===== config.mk =====
export PLATFORM = sky130hd
export DESIGN_NAME = cpsf_status_reg
export DESIGN_NICKNAME = d
export VERILOG_FILES = /design/src/cpsf_pkg.sv /design/src/cpsf_alu_if.sv /design/src/cpsf_flag_alu.sv /design/src/cpsf_status_reg.sv
export VERILOG_INCLUDE_DIRS = /design/src
export SDC_FILE = /design/constraint.sdc
export NUM_CORES = 1
export LEC_CHECK = 0
export BUFFER_PORTS_ARGS = -buffer_cell sky130_fd_sc_hd__buf_4
export CORE_ASPECT_RATIO = 0.6
export CORE_MARGIN = 5
export CORE_UTILIZATION = 30
export CTS_BUF_LIST = sky130_fd_sc_hd__clkbuf_16
export CTS_CLUSTER_DIAMETER = 80
export DETAILED_ROUTE_END_ITERATION = 10
export SYNTH_ARGS = -nofsm -noshare
export SYNTH_HDL_FRONTEND = slang
export SYNTH_SLANG_ARGS = --single-unit

===== constraint.sdc =====
create_clock -name CLK_SYS_I -period 2.5 [get_ports CLK_SYS_I]
set_input_delay 0.125 -clock CLK_SYS_I [delete_from_list [all_inputs] [get_ports CLK_SYS_I]]
set_output_delay 0.125 -clock CLK_SYS_I [all_outputs]
set_load 0.02 [all_outputs]

===== src/cpsf_map.svh =====
`ifndef CPSF_MAP_SVH
`define CPSF_MAP_SVH

// Bit positions inside the flags register
`define CPSF_TO_BIT 4
`define CPSF_PD_BIT 3
`define CPSF_Z_BIT 2
`define CPSF_DC_BIT 1
`define CPSF_C_BIT 0

// Value after power-on or brown-out reset
`define CPSF_RESET_VAL 8'h18

// Implemented bits; bits 7-5 are always zero
`define CPSF_IMPL_MASK 8'h1F

`endif


===== src/cpsf_pkg.sv =====
package cpsf_pkg;

  // Instruction classes seen by the flag logic
  typedef enum logic [2:0] {
    CPSF_OP_WRITE = 3'b000, // Flag-neutral write (store, bit ops, swap)
    CPSF_OP_ADD = 3'b001, // Add register or literal
    CPSF_OP_SUB = 3'b010, // Subtract literal or register
    CPSF_OP_RRF = 3'b011, // Rotate right through carry
    CPSF_OP_RLF = 3'b100, // Rotate left through carry
    CPSF_OP_ZONLY = 3'b101 // Logic or clear op, zero flag only
  } cpsf_op_type;

endpackage


===== src/cpsf_alu_if.sv =====
`timescale 1ns/1ps

interface cpsf_alu_if #(
  parameter int W = 8
);
  import cpsf_pkg::*;

  cpsf_op_type op;
  logic [W-1:0] opnd_a;
  logic [W-1:0] opnd_b;
  logic carry_in;
  logic [W-1:0] result;
  logic carry_out;
  logic digit_out;
  logic zero_out;

  // Core side drives operands, datapath answers
  modport core (output op, opnd_a, opnd_b, carry_in,
                input result, carry_out, digit_out, zero_out);
  modport alu (input op, opnd_a, opnd_b, carry_in,
               output result, carry_out, digit_out, zero_out);
endinterface


===== src/cpsf_flag_alu.sv =====
`timescale 1ns/1ps

module cpsf_flag_alu
  import cpsf_pkg::*;
#(
  parameter int W = 8
) (
  // Operand and flag channel
  cpsf_alu_if.alu bus
);

  // Refuse widths of one nibble or less
  generate
    if (W < 5) begin : g_chk
      $error("cpsf_flag_alu: W must be at least 5");
    end
  endgenerate

  logic [W:0] sum_w;
  logic [4:0] nib_w;
  logic [W-1:0] res_w;

  ////////////////////////////////////////////////////////////////////////
  // Result and carries; subtract adds the two's complement of A
  always_comb begin
    sum_w = '0;
    nib_w = '0;
    res_w = bus.opnd_b;
    bus.carry_out = 1'b0;
    case (bus.op)
      CPSF_OP_ADD: begin
        sum_w = {1'b0, bus.opnd_b} + {1'b0, bus.opnd_a};
        nib_w = {1'b0, bus.opnd_b[3:0]} + {1'b0, bus.opnd_a[3:0]};
        res_w = sum_w[W-1:0];
        bus.carry_out = sum_w[W];
      end
      CPSF_OP_SUB: begin
        sum_w = {1'b0, bus.opnd_b} + {1'b0, ~bus.opnd_a}
          + {{W{1'b0}}, 1'b1}; // see RQ10
        nib_w = {1'b0, bus.opnd_b[3:0]} + {1'b0, ~bus.opnd_a[3:0]}
          + 5'h01; // see RQ10
        res_w = sum_w[W-1:0];
        bus.carry_out = sum_w[W];
      end
      CPSF_OP_RRF: begin
        res_w = {bus.carry_in, bus.opnd_b[W-1:1]};
        bus.carry_out = bus.opnd_b[0]; // see RQ11
      end
      CPSF_OP_RLF: begin
        res_w = {bus.opnd_b[W-2:0], bus.carry_in};
        bus.carry_out = bus.opnd_b[W-1]; // see RQ11
      end
      default: begin
        res_w = bus.opnd_b;
        bus.carry_out = 1'b0;
      end
    endcase
  end

  // Outputs toward the flag register
  assign bus.result = res_w;
  assign bus.digit_out = nib_w[4]; // see RQ8
  assign bus.zero_out = (res_w == '0); // see RQ7

endmodule


===== src/cpsf_status_reg.sv =====
// Operation
// RQ1 - Flag ops aimed here: flag logic wins
// RQ2 - Instruction writes never touch expiry, sleep
// RQ3 - Software alters register with flag-neutral ops
// RQ4 - Bits 7-5 read zero, writes dropped
// RQ5 - Expiry set: power-up, clear, sleep; timeout clears
// RQ6 - Sleep flag set: power-up, clear; sleep clears
// RQ7 - Zero flag follows result of flag ops (rotates leave it unchanged)
// RQ8 - Nibble flag is carry from bit 3
// RQ9 - Msb flag is carry from top bit
// RQ10 - Subtract adds two's complement; flags mean no-borrow
// RQ11 - Rotates load msb flag with shifted-out bit
// RQ12 - Power-on loads 0x18; others keep ALU flags (RESETN_I also loads 0x18, clearing them)
// RQ13 - Flag-neutral writes store the three ALU bits
`include "cpsf_map.svh"
`timescale 1ns/1ps

module cpsf_status_reg
  import cpsf_pkg::*;
#(
  parameter int W = 8
) (
  // Clock and reset
  input wire logic CLK_SYS_I,
  input wire logic RESETN_I,
  input wire logic POR_I,
  // Instruction from the execution unit
  input wire logic OP_VALID_I,
  input wire cpsf_op_type OP_KIND_I,
  input wire logic DEST_FLAGS_I,
  input wire logic [W-1:0] OPND_A_I,
  input wire logic [W-1:0] OPND_B_I,
  // Core events
  input wire logic WDT_CLEAR_I,
  input wire logic SLEEP_I,
  input wire logic WDT_TIMEOUT_I,
  // Register and result
  output logic [7:0] FLAGS_O,
  output logic [W-1:0] RESULT_O,
  output logic RESULT_VALID_O
);

  generate
    if (W != 8) begin : g_chk
      $error("cpsf_status_reg: register is eight bits wide");
    end
  endgenerate

  cpsf_alu_if #(.W(W)) alu_bus ();

  localparam logic [7:0] RST_VAL = `CPSF_RESET_VAL;

  logic [2:0] alu_q;
  logic [4:3] cause_q;
  logic [7:5] upper_q;
  logic [W-1:0] result_q;
  logic result_vld_q;
  logic flag_op_w;
  logic wr_here_w;

  ////////////////////////////////////////////////////////////////////////
  // Datapath
  assign alu_bus.op = OP_KIND_I;
  assign alu_bus.opnd_a = OPND_A_I;
  assign alu_bus.opnd_b = OPND_B_I;
  assign alu_bus.carry_in = alu_q[`CPSF_C_BIT];

  cpsf_flag_alu #(.W(W)) u_alu (
    .bus (alu_bus.alu)
  );

  // Classify the instruction
  assign flag_op_w = (OP_KIND_I != CPSF_OP_WRITE);
  assign wr_here_w = OP_VALID_I && DEST_FLAGS_I;

  ////////////////////////////////////////////////////////////////////////
  // ALU flags: zero, nibble overflow, msb overflow
  // Flag ops aimed here take flags from logic, never from data
  always_ff @(posedge CLK_SYS_I or negedge RESETN_I) begin
    if (!RESETN_I) begin
      alu_q <= RST_VAL[2:0]; // see RQ12
    end else if (POR_I) begin
      alu_q <= RST_VAL[2:0]; // see RQ12
    end else if (OP_VALID_I) begin
      case (OP_KIND_I)
        CPSF_OP_ADD, CPSF_OP_SUB: begin // see RQ1
          alu_q[`CPSF_Z_BIT] <= alu_bus.zero_out; // see RQ7
          alu_q[`CPSF_DC_BIT] <= alu_bus.digit_out; // see RQ8
          alu_q[`CPSF_C_BIT] <= alu_bus.carry_out; // see RQ9
        end
        CPSF_OP_RRF, CPSF_OP_RLF: begin // see RQ1
          alu_q[`CPSF_C_BIT] <= alu_bus.carry_out; // see RQ11
        end
        CPSF_OP_ZONLY: begin // see RQ1
          alu_q[`CPSF_Z_BIT] <= alu_bus.zero_out; // see RQ7
        end
        default: begin
          if (DEST_FLAGS_I) begin
            alu_q <= alu_bus.result[2:0]; // see RQ13
          end
        end
      endcase
    end
  end

  ////////////////////////////////////////////////////////////////////////
  // Reset-cause flags; instruction data never reaches them
  always_ff @(posedge CLK_SYS_I or negedge RESETN_I) begin
    if (!RESETN_I) begin
      cause_q <= RST_VAL[4:3]; // see RQ12
    end else if (POR_I) begin
      cause_q <= RST_VAL[4:3]; // see RQ12
    end else begin // see RQ2
      if (WDT_TIMEOUT_I) begin
        cause_q[`CPSF_TO_BIT] <= 1'b0; // see RQ5
      end else if (WDT_CLEAR_I || SLEEP_I) begin
        cause_q[`CPSF_TO_BIT] <= 1'b1; // see RQ5
      end
      if (WDT_CLEAR_I) begin
        cause_q[`CPSF_PD_BIT] <= 1'b1; // see RQ6
      end else if (SLEEP_I) begin
        cause_q[`CPSF_PD_BIT] <= 1'b0; // see RQ6
      end
    end
  end

  // Unimplemented bits held at zero
  always_ff @(posedge CLK_SYS_I or negedge RESETN_I) begin
    if (!RESETN_I) begin
      upper_q <= RST_VAL[7:5]; // see RQ4
    end else begin
      upper_q <= RST_VAL[7:5]; // see RQ4
    end
  end

  ////////////////////////////////////////////////////////////////////////
  // Result register back to the execution unit
  always_ff @(posedge CLK_SYS_I or negedge RESETN_I) begin
    if (!RESETN_I) begin
      result_q <= '0;
      result_vld_q <= 1'b0;
    end else begin
      result_vld_q <= OP_VALID_I && !POR_I;
      if (OP_VALID_I) begin
        result_q <= alu_bus.result;
      end
    end
  end

  // Register image from its three flop groups
  assign FLAGS_O = {upper_q, cause_q, alu_q};
  assign RESULT_O = result_q;
  assign RESULT_VALID_O = result_vld_q;

  logic [W:0] chk_add_w;
  logic [4:0] chk_nib_w;
  assign chk_add_w = {1'b0, OPND_B_I} + {1'b0, OPND_A_I};
  assign chk_nib_w = {1'b0, OPND_B_I[3:0]} + {1'b0, OPND_A_I[3:0]};

  logic quiet_w;
  assign quiet_w = !POR_I && !WDT_CLEAR_I && !SLEEP_I && !WDT_TIMEOUT_I;
endmodule


==> metrics.yaml <==
cts.sinks: 14
clkTransAtPathRegs_ps: 40
switching_share_pct: 35.7
synthAdderAreaFrac_pct: 13.1
min_path_cells: 2
wl_per_cell_microns: 16.3
fin_worst_skew_ps: 3.68
synthTopCellsByArea: "dfrtp_1 16%, ha_1 11%, o21ai_0 6.2%"
tightest_slew_ps: 503
cts_tree: "yes"
routabilityCongestion: 0.906
pre_cts_ws_ps: 62.1
grt_start_max_net_pins: 26
final-setup-viol-count: 0
synth_seq_cells: 14
end_kind: "register"
synth_top_area_share_pct: 15.5
clock_power_share_pct: 28.6
die_h_microns: 72.2
critPathSlowestCell: "ha_1"
critPathLaunchType: "primary input"
cts_buffers: 3
syn_area_sq_um: 1930
gr-total-overflow: 0
core.rowCount: 22
io_buffers: 40
peakVddDrop_uv: 280
insertion_delay_ps: 240
synth_compound_area_share_pct: 35.4
max_stage_delay_ps: 420
r2r_cells: 7
hold_path.class: "in2reg"
via_per_inst: 5.50
power.internal_mw: 0.652
cp.required_ps: 2660
synth_simple_gate_area_share_pct: 19.7
power_switching_mw: 0.362
async_flop_share_pct: 100
finalSetupTns_ps: 0
drc: 0
setup_ws_ps: 262
muxShareOfSynthArea_pct: 2.27
power_mw: 1.01
power_frac_seq_pct: 26.8
fp.dieW_microns: 114
yosys_warnings: 0
start_util_pct: 31.2
cts_setup_buffers: 0
hold_ws_ps: 37.5
vias: 2091
final_cell_mix: "46 x buf_4, 26 x inv_1, 24 x o21ai_0"
dr.first_iter.drc_count: 256
grt_pass1_vias: 1968
ys_seq_area_share_pct: 18.3
layout.nets: 343
ctsLongestPathBuffers: 2
finalCritPeriodShare_pct: 89.5
root_buffer: "clkbuf_16"
power_density_nw_per_um2: 424
avgSynthCellArea_sq_um: 7.49
final_common_cell: "buf_4"
area_growth_pct: 23.6
grt_pass1_wl_microns: 10100
drive_gt1_share_pct: 19.9
worst-setup-path-type: "in2reg"
rsz0062_at_grt: "no"
synth_top_family_by_area: "compound AO/OA/AOI/OAI gates"
synth_top_cell_by_area: "dfrtp_1"
clock.fmax_mhz: 447
arrival_ps: 2400
n_fill_cell: 638
totalWireLength_microns: 6200
die_area_sq_um: 8200
synthFlopType: "dfrtp_1"
critPathMaxFanout: 8
core_sq_um: 6190
hold_viol_final: 0
synth-edff-count: 0
cpLargestDelayFamily: "compound AO/OA/AOI/OAI gates"
antenna_found_initial: 0
p_leak_nw: 1.06
path_buf_inv: 1
h-tree-depth: 1
fin_crit_ps: 2240
ios: 44
cap_violations: 0
path_depth: 9
crit_chain: "buf_4, ha_1, o21ai_0, a211oi_1, nor2_1, a311o_1, o32ai_2, o2111ai_1, o21ai_1"
slew_headroom_pct: 65.6
status: "finished, final reports clean"
grt_use_total_pct: 14.9
first_pass_iters: 6
syn_inst: 258
slew_viol_final: 0
dp_hpwl_microns: 5140
synthXorXnorAreaFrac_pct: 1.36
ant_nets: 0
synthDistinctLibCells: 63
n_antenna_cell: 0
comb_power_share_pct: 44.6
## cell usage after synthesis, types with 2 or more instances
library cell and n:
nor3b_1 2, buf_2 4, a221oi_1 4, and2_1 2, a221o_1 3, xor2_1 2, a21o_1 3, a32oi_1 2
clkbuf_1 4, inv_1 25, nand2_1 21, o21ai_0 24, buf_6 2, nand3b_1 3, o311ai_0 2, nor2b_1 7
a31oi_1 2, o2111ai_1 2, fa_1 2, o31ai_1 3, o221ai_1 3, dfrtp_1 12, a2111oi_0 2, nand2b_1 4
o21bai_1 2, ha_1 17, nor2_1 20, o211ai_1 3, mux2_2 3, dfstp_2 2, a211oi_1 6, nor3_1 8
o22ai_1 2, nand3_1 3, buf_4 4, o21a_1 2, a21oi_1 20
## area by class of cell
cell class / instances / area (sq um) / area share (%)
clock buffers: 3 / 75.1 / 3.14
clock inverters: 1 / 3.75 / 0.157
inverters: 26 / 97.6 / 4.09
multi-input cells: 205 / 1400 / 58.6
flip-flops and latches: 14 / 353 / 14.8
well taps: 84 / 105 / 4.40
repair buffers: 47 / 355 / 14.9
## path summary, 6_finish.rpt
| check | slack [ps] | start | endpoint |
|---|---|---|---|
| setup / recovery | 260 | OPND_B_I[3] | alu_q[2] |
| hold / removal | 40 | WDT_TIMEOUT_I | cause_q[4] |
| setup reg to reg | 550 | alu_q[0] | alu_q[2] |
| hold reg to reg | 470 | cause_q[3] | cause_q[3] |
| max in group asynchronous | 1990 | RESETN_I | cause_q[4] |
| min in group asynchronous | 270 | RESETN_I | RESULT_VALID_O |
## per-layer routing
| metal | global-route usage (%) | wire length [microns] | up-vias |
|---|---|---|---|
| li1 | - | - | 1022 |
| met1 | 23.5 | 3130 | 959 |
| met2 | 20.0 | 2400 | 108 |
| met3 | 4.67 | 654 | 2 |
| met4 | 1.60 | 10 | 0 |
| met5 | 0 | 0 | - |
## power groups by stage
stage | logic, mW | clock network, mW | registers [mW]
floorplan | 0.249 | 0 | 0.304
global placement | 0.443 | 0 | 0.276
detailed placement | 0.444 | 0 | 0.275
CTS | 0.446 | 0.298 | 0.272
global route | 0.496 | 0.313 | 0.275
finish | 0.452 | 0.290 | 0.272
## worst reg2reg max path, stage by stage, from the launching register on
cell and delay (ps):
dfrtp_1 460, a21boi_0 210, o21a_1 140, o22ai_1 70, a311o_1 340, o32ai_2 330
o2111ai_1 190, o21ai_1 150
## sequential cells by signal (all words and copies together), names as in the netlist
register,flops
RESULT_O,8
RESULT_VALID_O,1
alu_q,3
cause_q,2
## what timing repair did
item / in CTS / in global routing
endpoints found under the hold margin: 14 / 0
hold buffers: 1 / 0
resized for setup: 0 / 0
## through the flow
stage	std cells	area (sq um)	utilization, %
3_3_place_gp	375	2300	37.1
6_report	380	2390	38.6
2_1_floorplan	260	1940	-
3_5_place_dp	375	2300	37.1
4_1_cts	380	2390	38.6
5_1_grt	380	2390	38.6
## logic make-up (layout without fill, tap and decap cells)
| family | after synthesis | count (layout) |
|---|---|---|
| compound gates | 99 | 99 |
| xor+xnor | 3 | 3 |
| fa+ha+maj | 19 | 19 |
| buf+inv | 41 | 77 |
| flops | 14 | 14 |
| mux | 4 | 4 |
| other cells | 1 | 3 |
| simple gates | 77 | 77 |
(Power assumes the default switching activity.)
